`src/eps_defs.svh`:
```
// Constants for the emulation port takeover logic.
`ifndef EPS_DEFS_SVH
`define EPS_DEFS_SVH
`define EPS_MODE_W      3
`define EPS_MODE_RST    3'h0
`define EPS_IO_ADDR_W   11
`define EPS_IO_ADDR_MAX 11'h7FF
`define EPS_DREG_CNT    16
`define EPS_DREG_W      4
`define EPS_WORD_W      16
`endif

```
`src/eps_pkg.sv`:
```
// Types shared by the emulation port takeover logic.
package eps_pkg;
  // Bus ownership states, Gray coded along OWN, WAIT, GIVEN; a direct grant from OWN flips both bits.
  typedef enum logic [1:0] {
    BUS_OWN   = 2'b00,
    BUS_WAIT  = 2'b01,
    BUS_GIVEN = 2'b11
  } eps_bus_type;

  // One I/O space move request.
  typedef struct packed {
    logic        valid;
    logic        write;
    logic [3:0]  dreg;
    logic [10:0] addr;
  } eps_io_req_type;

  // One I/O space bus cycle toward the pins.
  typedef struct packed {
    logic        strobe;
    logic        write;
    logic [10:0] addr;
    logic [15:0] data;
  } eps_io_bus_type;
endpackage : eps_pkg

```
`src/eps_emulation_port_select.sv`:
```
// Emulation port takeover, boot mode latch, bus grant and I/O move logic.
`timescale 1ns/1ps
`include "eps_defs.svh"
module eps_emulation_port_select (
  // Clock and reset.
  input  wire logic                       REF_CLK,
  input  wire logic                       RST,
  // Normal control pins.
  input  wire logic                       RESET_N,
  input  wire logic                       BUS_REQ_N,
  output logic                            BUS_GRANT_N_O,
  output logic                            BUS_GRANT_N_OE,
  // Emulator pins.
  input  wire logic                       EMU_TAKEOVER_ENABLE,
  input  wire logic                       EMU_RESET_N,
  input  wire logic                       EMU_BUS_REQ_N,
  output logic                            EMU_BUS_GRANT_N,
  // Boot mode pins and latched mode.
  input  wire logic [`EPS_MODE_W-1:0]     MODE_PINS,
  output logic [`EPS_MODE_W-1:0]          BOOT_MODE,
  // Core status.
  input  wire logic                       EXT_ACCESS_BUSY,
  output logic                            CHIP_RESET,
  output logic                            CORE_HALT,
  output logic                            MEM_DRIVE_EN,
  // I/O move request and data registers.
  input  wire eps_pkg::eps_io_req_type    IO_REQ,
  input  wire logic [`EPS_WORD_W-1:0]     IO_RD_DATA,
  output eps_pkg::eps_io_bus_type         IO_BUS,
  output logic [`EPS_WORD_W-1:0]          DREG_VIEW [`EPS_DREG_CNT]
);
  // ************************************************************
  // Pin selection
  // ************************************************************
  logic emu_sel;
  logic rst_n_sel;
  logic breq_n_sel;

  // Emulator pins only matter while takeover is active.
  // gate emulator pins
  assign emu_sel = EMU_TAKEOVER_ENABLE;

  eps_pin_mux u_rst_mux (
    .sel_emu (emu_sel),
    .norm_in (RESET_N),
    .emu_in  (EMU_RESET_N),
    .chosen  (rst_n_sel)
  );

  eps_pin_mux u_breq_mux (
    .sel_emu (emu_sel),
    .norm_in (BUS_REQ_N),
    .emu_in  (EMU_BUS_REQ_N),
    .chosen  (breq_n_sel)
  );

  // ************************************************************
  // Reset and boot mode latch
  // ************************************************************
  logic                   rst_n_prev_r;
  logic                   rst_n_prev_nxt;
  logic [`EPS_MODE_W-1:0] mode_r;
  logic [`EPS_MODE_W-1:0] mode_nxt;
  logic                   rst_rise;

  assign rst_rise = rst_n_sel && !rst_n_prev_r;

  // Capture the mode pins when the chosen reset releases.
  always_comb begin
    rst_n_prev_nxt = rst_n_sel;
    mode_nxt       = mode_r;
    if (rst_rise) begin
      mode_nxt = MODE_PINS;
    end
  end

  // Register reset edge tracking and the mode.
  always_ff @(posedge REF_CLK or posedge RST) begin
    if (RST) begin
      rst_n_prev_r <= 1'b0;
      mode_r       <= `EPS_MODE_RST;
    end else begin
      rst_n_prev_r <= rst_n_prev_nxt;
      mode_r       <= mode_nxt;
    end
  end

  assign BOOT_MODE = mode_r;
  // full chip reset while chosen reset low
  assign CHIP_RESET = !rst_n_sel;

  // ************************************************************
  // Bus request and grant
  // ************************************************************
  eps_pkg::eps_bus_type bus_r;
  eps_pkg::eps_bus_type bus_nxt;
  logic                 breq;

  assign breq = !breq_n_sel;

  // Grant after any external access ends; request works even in reset.
  always_comb begin
    bus_nxt = bus_r;
    unique case (bus_r)
      eps_pkg::BUS_OWN: begin
        if (breq) begin
          bus_nxt = EXT_ACCESS_BUSY ? eps_pkg::BUS_WAIT : eps_pkg::BUS_GIVEN;
        end
      end
      eps_pkg::BUS_WAIT: begin
        if (!breq) begin
          bus_nxt = eps_pkg::BUS_OWN;
        end else if (!EXT_ACCESS_BUSY) begin
          bus_nxt = eps_pkg::BUS_GIVEN;
        end
      end
      eps_pkg::BUS_GIVEN: begin
        if (!breq) begin
          bus_nxt = eps_pkg::BUS_OWN;
        end
      end
      default: bus_nxt = eps_pkg::BUS_OWN;
    endcase
  end

  // Register the bus ownership state.
  always_ff @(posedge REF_CLK or posedge RST) begin
    if (RST) begin
      bus_r <= eps_pkg::BUS_OWN;
    end else begin
      bus_r <= bus_nxt;
    end
  end

  logic granted;
  assign granted      = (bus_r == eps_pkg::BUS_GIVEN);
  assign CORE_HALT    = granted;
  assign MEM_DRIVE_EN = !granted;
  // grant on emulator pin, normal grant three-stated
  // emulator grant driven on the emulator pin only, not on the normal grant pin
  assign EMU_BUS_GRANT_N = emu_sel ? !granted : 1'b1;
  assign BUS_GRANT_N_O   = !granted;
  assign BUS_GRANT_N_OE  = !emu_sel;

  // ************************************************************
  // I/O space moves
  // ************************************************************
  logic [`EPS_WORD_W-1:0] dreg_r [`EPS_DREG_CNT];
  logic [`EPS_WORD_W-1:0] dreg_nxt [`EPS_DREG_CNT];
  eps_pkg::eps_io_bus_type io_r;
  eps_pkg::eps_io_bus_type io_nxt;
  logic                    rd_pend_r;
  logic                    rd_pend_nxt;
  logic [`EPS_DREG_W-1:0]  rd_reg_r;
  logic [`EPS_DREG_W-1:0]  rd_reg_nxt;

  // Issue one I/O cycle per request; reads land in the register next cycle.
  always_comb begin
    dreg_nxt    = dreg_r;
    io_nxt      = '0;
    rd_pend_nxt = 1'b0;
    rd_reg_nxt  = rd_reg_r;
    if (rd_pend_r) begin
      dreg_nxt[rd_reg_r] = IO_RD_DATA;
    end
    // word move to any of 2048 locations
    // a grant taken at this edge wins over a new move
    if (IO_REQ.valid && !granted && (bus_nxt != eps_pkg::BUS_GIVEN) && rst_n_sel) begin
      io_nxt.strobe = 1'b1;
      io_nxt.write  = IO_REQ.write;
      io_nxt.addr   = IO_REQ.addr;
      io_nxt.data   = dreg_r[IO_REQ.dreg];
      rd_pend_nxt   = !IO_REQ.write;
      rd_reg_nxt    = IO_REQ.dreg;
    end
  end

  // Register I/O cycle and data registers.
  always_ff @(posedge REF_CLK or posedge RST) begin
    if (RST) begin
      io_r      <= '0;
      rd_pend_r <= 1'b0;
      rd_reg_r  <= '0;
      for (int i = 0; i < `EPS_DREG_CNT; i++) begin
        dreg_r[i] <= '0;
      end
    end else begin
      io_r      <= io_nxt;
      rd_pend_r <= rd_pend_nxt;
      rd_reg_r  <= rd_reg_nxt;
      dreg_r    <= dreg_nxt;
    end
  end

  assign IO_BUS    = io_r;
  assign DREG_VIEW = dreg_r;
endmodule : eps_emulation_port_select

```
`src/eps_pin_mux.sv`:
```
// Selects normal or emulator control pins.
`timescale 1ns/1ps
module eps_pin_mux (
  // Selection.
  input  wire logic sel_emu,
  // Normal and emulator sources.
  input  wire logic norm_in,
  input  wire logic emu_in,
  // Chosen level.
  output logic      chosen
);
  // Pick the emulator pin only while takeover is active.
  assign chosen = sel_emu ? emu_in : norm_in;
endmodule : eps_pin_mux

```
`config.mk`:
```
export PLATFORM = sky130hd
export DESIGN_NAME = eps_emulation_port_select
export DESIGN_NICKNAME = d
export VERILOG_FILES = /design/src/eps_pkg.sv /design/src/eps_emulation_port_select.sv /design/src/eps_pin_mux.sv
export VERILOG_INCLUDE_DIRS = /design/src
export SDC_FILE = /design/constraint.sdc
export NUM_CORES = 1
export LEC_CHECK = 0
export BUFFER_PORTS_ARGS = -buffer_cell sky130_fd_sc_hd__buf_2
export CORE_MARGIN = 2
export CORE_UTILIZATION = 40
export CTS_CLUSTER_SIZE = 12
export DETAILED_ROUTE_END_ITERATION = 10
export GPL_TIMING_DRIVEN = 1
export PLACE_DENSITY = 0.71
export SYNTH_ARGS = -nofsm -noshare
export SYNTH_HDL_FRONTEND = slang
export SYNTH_SLANG_ARGS = --single-unit
```
`constraint.sdc`:
```
create_clock -name REF_CLK -period 9.7 [get_ports REF_CLK]
set_clock_uncertainty 0.05 [all_clocks]
set_input_delay 1.455 -clock REF_CLK [delete_from_list [all_inputs] [get_ports REF_CLK]]
set_output_delay 1.455 -clock REF_CLK [all_outputs]
set_load 0.02 [all_outputs]
```
==> flow_summary.toml, run 1 <==
[pwr]
ir_drop_v = 0.0001266
p_leak_uw = 0.007879
p_per_area_mw_per_mm2 = 291.0

[logic_synthesis]
synthMuxAreaShare_pct = 34.74
synth_fa_ha_area_share_pct = 0
synth_common_cells = "296 x dfrtp_1, 249 x mux2_2, 64 x mux4_2"
synth_compound_area_share_pct = 2.769
synth_xor_area_share_pct = 0
synth.largest_area_cell = "dfrtp_1"
synth-simple-area-share_pct = 2.025
yosysSeqAreaShare_pct = 57.91
syn_nets = 834
avgSynthCellArea_um2 = 16.19
async_reset_ff_share_pct = 100.0
synth_edf_count = 0
synth.area.top_cells = "dfrtp_1 58%, mux2_2 22%, mux4_2 11%, a22oi_1 1.9%, buf_2 1.2%"
synth_seq_cells = 296
synthFlopType = "dfrtp_1"
ys_types = 26
synth_top_family_by_area = "multiplexers"
yosys_warnings = 0
synth_top_cell_area_share_pct = 57.91
yosysMostFrequentCell = "dfrtp_1"
syn_inst = 790
netlist_area_mm2 = 0.01279

[global_routing]
grt_max_degree = 167
gr-usage-met2_pct = 35.48
use_met1_pct = 31.33
grt_pass1_vias = 8694
grt_usage_pct = 22.73
use_met3_pct = 5.302
grt_pass1_wl_mm = 57.07
top_usage_layer = "met2"
grt-ovfl-total = 0
antenna_found_initial = 0

[cts]
cts_tree = "built"
path_clk_slew_ps = 60
cts_made_buffers = 34
clkLatencyLatePin_ps = 510
clockRootBuffer = "clkbuf_16"
cts.sinks = 296
cts_max_path_buffers = 3
cts_resized = 0
ctsHoldBuffers = 0
htreeDepth = 2
post_cts_buffers = 0

[floorplan]
initial_core_util_pct = 40.53
die_height_um = 182.8
top_level_ports = 338
die_area_mm2 = 0.03342
die_w_um = 182.8
coreArea_mm2 = 0.03156
rows = 65

[sta]
fin_crit_ps = 3562
fmax_mhz = 280.7
timing.final.crit_share_pct = 36.72
rsz0062_at_grt = "false"
hold_viol = 0
maxSlewHeadroom_pct = 25.15
drv_slew = 0
worst_slew_pin_slew_ps = 1118
final-setup-viol-count = 0
finalSetupTns_ps = 0
hold_ws_ps = 451.7

[setup_path]
crit_path_end_kind = "primary output"
crit_fanout = 4
crit_chain = "buf_2 -> mux2i_1 -> buf_2"
slowest_stage = "mux2i_1"
worstPathRequired_ps = 8200
crit_type = "input pin to primary output"
crit_path_frequent_cell = "buf_2"
startpoint_type = "input pin"
ff2ff_path_depth = 3
critPathArrivalTime_ps = 2060
max_stage_delay_ps = 260

[drt]
avgViaCountPerCell = 5.475
wirelength_mm = 38.14
drtAntennaViolNets = 0
wl_per_cell_um = 24.80
drc_errors = 0
vias = 8421
drt_pre_antenna_iters = 4
drt_iter0_drc = 571

[status]
outcome = "completed"

[min_path]
whs_path_depth = 1
hold_class = "flop to flop"

[placed_design]
dp_hpwl_mm = 26.08
portBuffers = 337
gp_congestion = 0.8547

[layout]
drive_gt1_share_pct = 64.46
fillers = 2731
fin_nets = 1159
area_growth_pct = 24.60

[job]
drv_cap = 0
-- metrics by stage --
| stage | std cells | total power, uW | area (um^2) | worst slack [ps] | util, % |
|---|---|---|---|---|---|
| after global placement | 1481 | 3349 | 14830 | 5832 | 47.00 |
| after floorplan | 790 | 2779 | 12790 | 19.18 | - |
| after global routing | 1536 | 4844 | 15930 | 6083 | 50.49 |
| final | 1538 | 4638 | 15940 | 6138 | 50.50 |
| after detailed placement | 1481 | 3384 | 14830 | 5742 | 47.00 |
| after CTS | 1536 | 4669 | 15930 | 6136 | 50.49 |
-- where the power goes --
part / leakage [uW] / internal (uW) / switching, uW
registers: 0.00382 / 1590 / 291
clock network: 0.000542 / 774 / 500
logic: 0.00351 / 642 / 844
-- sequential cells by signal, summed over array words and instances, names as in the netlist --
name / count
DREG_VIEW: 256
IO_BUS: 29
rd_reg_r: 4
BOOT_MODE: 3
bus_r: 2
rd_pend_r: 1
rst_n_prev_r: 1
-- worst max-delay path: cells and delay by family --
family | cells | cell delay, ps
buffers and inverters | 2 | 340
muxes | 1 | 260
-- layout by cell type (no fill, tap or decap) --
cell,n
a21boi_0,1
a21oi_1,16
a22oi_1,32
and2_1,14
buf_12,1
buf_2,335
buf_4,15
bufinv_16,2
clkbuf_1,7
clkbuf_16,37
clkbuf_8,4
clkinv_2,3
clkinv_4,1
dfrtp_1,296
diode_2,2
inv_1,3
inv_4,1
inv_6,1
inv_8,1
mux2_1,10
mux2_2,249
mux2_4,5
mux2i_1,1
mux4_2,64
nand2_1,3
nand2b_1,5
nand3_1,1
nand3b_1,2
nor2_1,5
nor2_2,9
nor2b_1,3
nor2b_2,2
nor3_1,1
nor3b_1,1
o311ai_4,1
or3_1,2
-- cells by family after synthesis --
family,after synthesis
AOI/OAI and AO/OA,50
buffers and inverters,67
DFF,296
muxes,329
and+or+nand+nor,48
-- worst paths after layout --
check,startpoint,endpoint,slack (ps)
worst max-delay path,EMU_TAKEOVER_ENABLE,CHIP_RESET,6140
worst min-delay path,BOOT_MODE[2],BOOT_MODE[2],450
worst max register to register,rd_pend_r,DREG_VIEW[242],7480
worst min register to register,BOOT_MODE[2],BOOT_MODE[2],450
max in group asynchronous,RST,IO_BUS[3],6990
min in group asynchronous,RST,IO_BUS[23],1020
-- final cells by class --
class                      instances  area, um^2  share of cell area [%]
sequential                       296        7407                   46.48
multi-input combinational        427        5084                   31.90
timing repair buffer             351        1809                   11.35
clock buffer                      48        1007                   6.320
tap                              402       503.0                   3.156
clock inverter                     7       92.59                  0.5810
inverter                           5       28.78                  0.1806
antenna                            2       5.005                 0.03140
-- per-layer routing --
layer / share of wire [%] / wire length, um / up-vias
li1: - / - / 3592
met1: 44 / 16600 / 4468
met2: 47 / 17960 / 287
met3: 5.9 / 2256 / 74
met4: 3.5 / 1326 / 0
met5: 0 / 0 / -
No activity file was read; power rests on OpenSTA's default activity.
==> run 2: changes to the inputs <==
--- a/config.mk
+++ b/config.mk
@@ -6,13 +6,14 @@
 export SDC_FILE = /design/constraint.sdc
 export NUM_CORES = 1
 export LEC_CHECK = 0
+export ABC_AREA = 1
 export BUFFER_PORTS_ARGS = -buffer_cell sky130_fd_sc_hd__buf_2
 export CORE_MARGIN = 2
 export CORE_UTILIZATION = 40
 export CTS_CLUSTER_SIZE = 12
 export DETAILED_ROUTE_END_ITERATION = 10
 export GPL_TIMING_DRIVEN = 1
-export PLACE_DENSITY = 0.71
+export PLACE_DENSITY = 0.68
 export SYNTH_ARGS = -nofsm -noshare
 export SYNTH_HDL_FRONTEND = slang
 export SYNTH_SLANG_ARGS = --single-unit
==> constraint.sdc (replaced) <==
create_clock -name REF_CLK -period 3.6 [get_ports REF_CLK]
set_clock_uncertainty 0.05 [all_clocks]
set_input_delay 0.54 -clock REF_CLK [delete_from_list [all_inputs] [get_ports REF_CLK]]
set_output_delay 0.54 -clock REF_CLK [all_outputs]
set_load 0.02 [all_outputs]
==> flow_summary.toml, run 2 <==
[floorplan]
coreArea_mm2 = 0.03172
top_level_ports = 338
initial_core_util_pct = 40.82
die_w_um = 183.9
rows = 65
die_area_mm2 = 0.03382
die_height_um = 183.9

[cts]
post_cts_buffers = 0
cts_resized = 0
cts_made_buffers = 31
cts_tree = "built"
clockRootBuffer = "clkbuf_16"
cts_max_path_buffers = 3
cts.sinks = 296
clkLatencyLatePin_ps = 570
htreeDepth = 1
path_clk_slew_ps = 60
ctsHoldBuffers = 1

[pwr]
p_int_uw = 7697
ir_drop_v = 0.0005105
clkPwrFrac_pct = 22.8
pwr-share-seq_pct = 42.6
p_leak_uw = 0.008173
swShare_pct = 42.43
p_comb_share_pct = 34.6
netSwitchingPower_uw = 5672
p_per_area_mw_per_mm2 = 845.1
p_total_uw = 13370

[drt]
avgViaCountPerCell = 5.388
drtAntennaViolNets = 0
drc_errors = 0
vias = 12250
drt_pre_antenna_iters = 7
wl_per_cell_um = 21.56
drt_iter0_drc = 1314
wirelength_mm = 49.01

[logic_synthesis]
syn_inst = 1575
synth_seq_cells = 296
synth.area.top_cells = "dfrtp_1 57%, nand2_1 16%, o21ai_0 7.9%, nand3_1 7.0%, a21oi_1 2.5%"
yosysSeqAreaShare_pct = 57.21
synthFlopType = "dfrtp_1"
synth_edf_count = 0
syn_nets = 1619
yosysMostFrequentCell = "nand2_1"
synth_top_cell_area_share_pct = 57.21
avgSynthCellArea_um2 = 8.221
synth.largest_area_cell = "dfrtp_1"
netlist_area_mm2 = 0.01295
yosys_warnings = 0
ys_types = 20
async_reset_ff_share_pct = 100.0
synth_common_cells = "538 x nand2_1, 296 x dfrtp_1, 205 x o21ai_0"

[status]
outcome = "completed"

[global_routing]
grt_pass1_wl_mm = 72.53
grt_pass1_vias = 11590
grt-ovfl-total = 0
grt_max_degree = 130
antenna_found_initial = 2
grt_usage_pct = 28.44

[sta]
hold_viol = 0
final-setup-viol-count = 0
timing.final.crit_share_pct = 61.96
hold_ws_ps = 122.5
timing.final.ws_setup_ps = 1369
fmax_mhz = 448.3
worst_slew_pin_slew_ps = 1091
fin_crit_ps = 2231
maxSlewHeadroom_pct = 27.08
rsz0062_at_grt = "false"
drv_slew = 0

[placed_design]
portBuffers = 337
gp_congestion = 0.9259
pre_cts_ws_ps = 1363
dp_hpwl_mm = 34.31

[setup_path]
max_stage_delay_ps = 780
worstPathRequired_ps = 4000
cp_top_family = "simple AND/OR/NAND/NOR gates"
crit_path_end_kind = "flop"
slowest_stage = "nand3_1"
crit_chain = "nand2_1 -> nor2_2 -> nand3_1 -> o21ai_0"
startpoint_type = "flop"
crit_fanout = 32
critPathArrivalTime_ps = 2630
path_buf_inv = 0
crit_type = "flop to flop"

[layout]
fillers = 3110
fin_nets = 1891
utilization_pct = 49.87
largest_reg_flops = 256
layout_commonest_cell = "nand2_1"
mostFrequentLayoutCells = "538 x nand2_1, 335 x buf_2, 296 x dfrtp_1"
area_growth_pct = 22.18
drive_gt1_share_pct = 22.42

[job]
drv_cap = 0

[min_path]
hold_class = "input pin to flop"
run 2: final timing paths:
check	startpoint	to	slack, ps	cells after the start
min in group asynchronous	RST	IO_BUS[26]	440	3
worst min-delay path	IO_REQ[10]	IO_BUS[26]	120	3
worst max-delay path	rd_pend_r	DREG_VIEW[133]	1370	4
max in group asynchronous	RST	DREG_VIEW[1]	2090	5
worst min register to register	BOOT_MODE[0]	BOOT_MODE[0]	440	2
worst max register to register	rd_pend_r	DREG_VIEW[133]	1370	4
run 2: through the flow:
step | instance area [um^2] | instances | setup TNS [ps]
5_1_grt | 15810 | 2271 | 0
4_1_cts | 15810 | 2271 | 0
3_5_place_dp | 14860 | 2215 | 0
2_1_floorplan | 12950 | 1575 | -272650
6_report | 15820 | 2273 | 0
3_3_place_gp | 14860 | 2215 | 0
run 2: worst min-delay path, stage by stage:
cell,delay [ps]
buf_2,90
inv_1,40
nor2_1,30
run 2: metal layers:
layer	part of all wire, %	wire (um)	vias up	GRT usage, %
met5	0	0	-	0
met1	43	20890	5815	40.08
met4	3.4	1649	0	9.216
met2	45	21950	673	44.03
li1	-	-	5661	-
met3	9.2	4521	98	5.844
run 2: final cells by class:
class | instances | area (um^2) | share of cell area (%)
Antenna cell | 2 | 5.005 | 0.03164
Clock buffer | 50 | 917.1 | 5.798
Clock inverter | 5 | 31.28 | 0.1977
Inverter | 50 | 193.9 | 1.226
Multi-Input combinational cell | 1109 | 4815 | 30.44
Sequential cell | 296 | 7407 | 46.82
Tap cell | 402 | 503.0 | 3.180
Timing Repair Buffer | 359 | 1947 | 12.31
run 2: cell families (layout without fill, tap and decap cells):
logic type	after synthesis	count (layout)	synth area share [%]
AO/OA/AOI/OAI	296	296	11.47
buffers and inverters	170	464	5.605
other	0	2	0
AND/OR/NAND/NOR	813	813	25.72
flip-flops	296	296	57.21
run 2: power by group through the flow:
stage	clock network, uW	registers (uW)	logic (uW)
after floorplan	0	6700	1470
after global placement	0	5680	4560
after detailed placement	0	5700	4640
after CTS	3070	5650	4660
after global routing	3220	5790	5060
final	3050	5700	4620
==> run 3: changes to the inputs <==
--- a/config.mk
+++ b/config.mk
@@ -6,14 +6,14 @@
 export SDC_FILE = /design/constraint.sdc
 export NUM_CORES = 1
 export LEC_CHECK = 0
-export ABC_AREA = 1
+export ABC_AREA = 0
 export BUFFER_PORTS_ARGS = -buffer_cell sky130_fd_sc_hd__buf_2
 export CORE_MARGIN = 2
 export CORE_UTILIZATION = 40
 export CTS_CLUSTER_SIZE = 12
 export DETAILED_ROUTE_END_ITERATION = 10
 export GPL_TIMING_DRIVEN = 1
-export PLACE_DENSITY = 0.68
+export PLACE_DENSITY = 0.71
 export SYNTH_ARGS = -nofsm -noshare
 export SYNTH_HDL_FRONTEND = slang
 export SYNTH_SLANG_ARGS = --single-unit
==> constraint.sdc (replaced) <==
create_clock -name REF_CLK -period 1.85 [get_ports REF_CLK]
set_clock_uncertainty 0.05 [all_clocks]
set_input_delay 0.2775 -clock REF_CLK [delete_from_list [all_inputs] [get_ports REF_CLK]]
set_output_delay 0.2775 -clock REF_CLK [all_outputs]
set_load 0.02 [all_outputs]
==> flow_summary.toml, run 3 (synthesis results as in run 1) <==
[cts]
cts_made_buffers = 34
path_clk_slew_ps = 60
post_cts_buffers = 0
ctsHoldBuffers = 16
cts_resized = 0
cts_tree = "built"
htreeDepth = 2
cts.sinks = 296
cts_max_path_buffers = 3
clockRootBuffer = "clkbuf_16"
clkLatencyLatePin_ps = 510

[layout]
instances_no_fill = 1593
drive_gt1_share_pct = 64.42
largest_reg_flops = 256
fin_nets = 1212
layout_commonest_cell = "buf_2"
design_area_mm2 = 0.01668
area_growth_pct = 30.41
mostFrequentLayoutCells = "335 x buf_2, 296 x dfrtp_1, 249 x mux2_2"
utilization_pct = 52.86

[pwr]
clkPwrFrac_pct = 27.4
p_per_area_mw_per_mm2 = 1467
swShare_pct = 34.99
netSwitchingPower_uw = 8565
p_int_uw = 15910
pwr-share-seq_pct = 40.3
p_leak_uw = 0.008212
p_total_uw = 24480
p_comb_share_pct = 32.3
ir_drop_v = 0.001058

[drt]
drt_iter0_drc = 543
wl_per_cell_um = 24.41
avgViaCountPerCell = 5.414
drt_pre_antenna_iters = 5
drc_errors = 0
wirelength_mm = 38.89
drtAntennaViolNets = 0
vias = 8625

[placed_design]
dp_hpwl_mm = 27.87
gp_congestion = 0.8303
dpl-instance-area_mm2 = 0.01541
portBuffers = 337
place_inst = 1518

[setup_path]
startpoint_type = "flop"
critPathArrivalTime_ps = 2050
crit_type = "flop to flop"
crit_fanout = 16
crit_path_end_kind = "flop"
worstPathRequired_ps = 2180

[sta]
drv_slew = 0
rsz0062_at_grt = "false"
fmax_mhz = 581.5
hold_ws_ps = 8.405
worst_slew_pin_slew_ps = 1037
final-setup-viol-count = 0
hold_viol = 0
fin_crit_ps = 1720
timing.final.crit_share_pct = 92.96
maxSlewHeadroom_pct = 30.58

[global_routing]
grt_pass1_vias = 9027
antenna_found_initial = 2
grt_pass1_wl_mm = 58.19
grt_max_degree = 76
grt-ovfl-total = 0
grt_usage_pct = 23.18

[floorplan]
top_level_ports = 338
initial_core_util_pct = 40.53
die_height_um = 182.8
rows = 65
coreArea_mm2 = 0.03156
die_w_um = 182.8
die_area_mm2 = 0.03342

[status]
outcome = "completed"

[job]
drv_cap = 0

[min_path]
hold_class = "input pin to flop"
==> run 3: cell types whose count changed in the layout (fill, tap and decap cells not counted), sizes merged, moves of 46 or more <==
cell / previous run / this run
a21oi: 64 / 16
nor2: 88 / 14
o21ai: 232 / 0
mux4: 0 / 64
nand2: 539 / 3
mux2: 0 / 264
inv: 50 / 4
nand3: 181 / 1
==> run 3: path summary, 6_finish.rpt <==
check	slack (ps)	endpoint	from	cells past startpoint
hold reg to reg	450	BOOT_MODE[0]	BOOT_MODE[0]	1
setup / recovery	130	DREG_VIEW[178]	rd_reg_r[3]	4
setup reg to reg	130	DREG_VIEW[178]	rd_reg_r[3]	4
max in group asynchronous	710	IO_BUS[4]	RST	4
hold / removal	8	rd_reg_r[0]	IO_REQ[11]	2
min in group asynchronous	240	DREG_VIEW[12]	RST	3
==> run 3: layer usage <==
metal | part of all wire (%) | vias to the layer above | global-route usage [%]
met5 | 0 | - | 0
met4 | 3.4 | 0 | 8.352
met3 | 5.8 | 72 | 5.064
met2 | 47 | 307 | 36.78
met1 | 43 | 4546 | 31.68
li1 | - | 3700 | -
==> run 3: final cells by class <==
type,count,area [um^2]
timing repair buffer,404,2547
clock inverter,4,72.57
antenna,2,5.005
clock buffer,53,1036
fill,2652,14880
inverter,5,25.02
sequential,296,7407
multi-input combinational,427,5084
tap,402,503.0
==> run 3: worst max-delay path, stage by stage, from the launching register on <==
cell and delay, ps:
dfrtp_1 430, nand3b_1 210, or3_1 400, buf_12 190
mux2_1 310
==> run 3: stage by stage <==
| stage | setup TNS (ps) | setup WS (ps) |
|---|---|---|
| 5_1_grt | 0 | 24.09 |
| 2_1_floorplan | -712950 | -2409 |
| 3_5_place_dp | -333.0 | -112.6 |
| 6_report | 0 | 130.2 |
| 4_1_cts | 0 | 150.8 |
| 3_3_place_gp | -318.2 | -109.7 |
==> run 3: power by group through the flow <==
stage	logic (uW)	clock network (uW)	registers, uW
after global routing	8370	7070	10100
final	7910	6700	9870
after CTS	7980	6810	9850
after floorplan	2790	0	11800
after detailed placement	7940	0	9950
after global placement	7810	0	9900
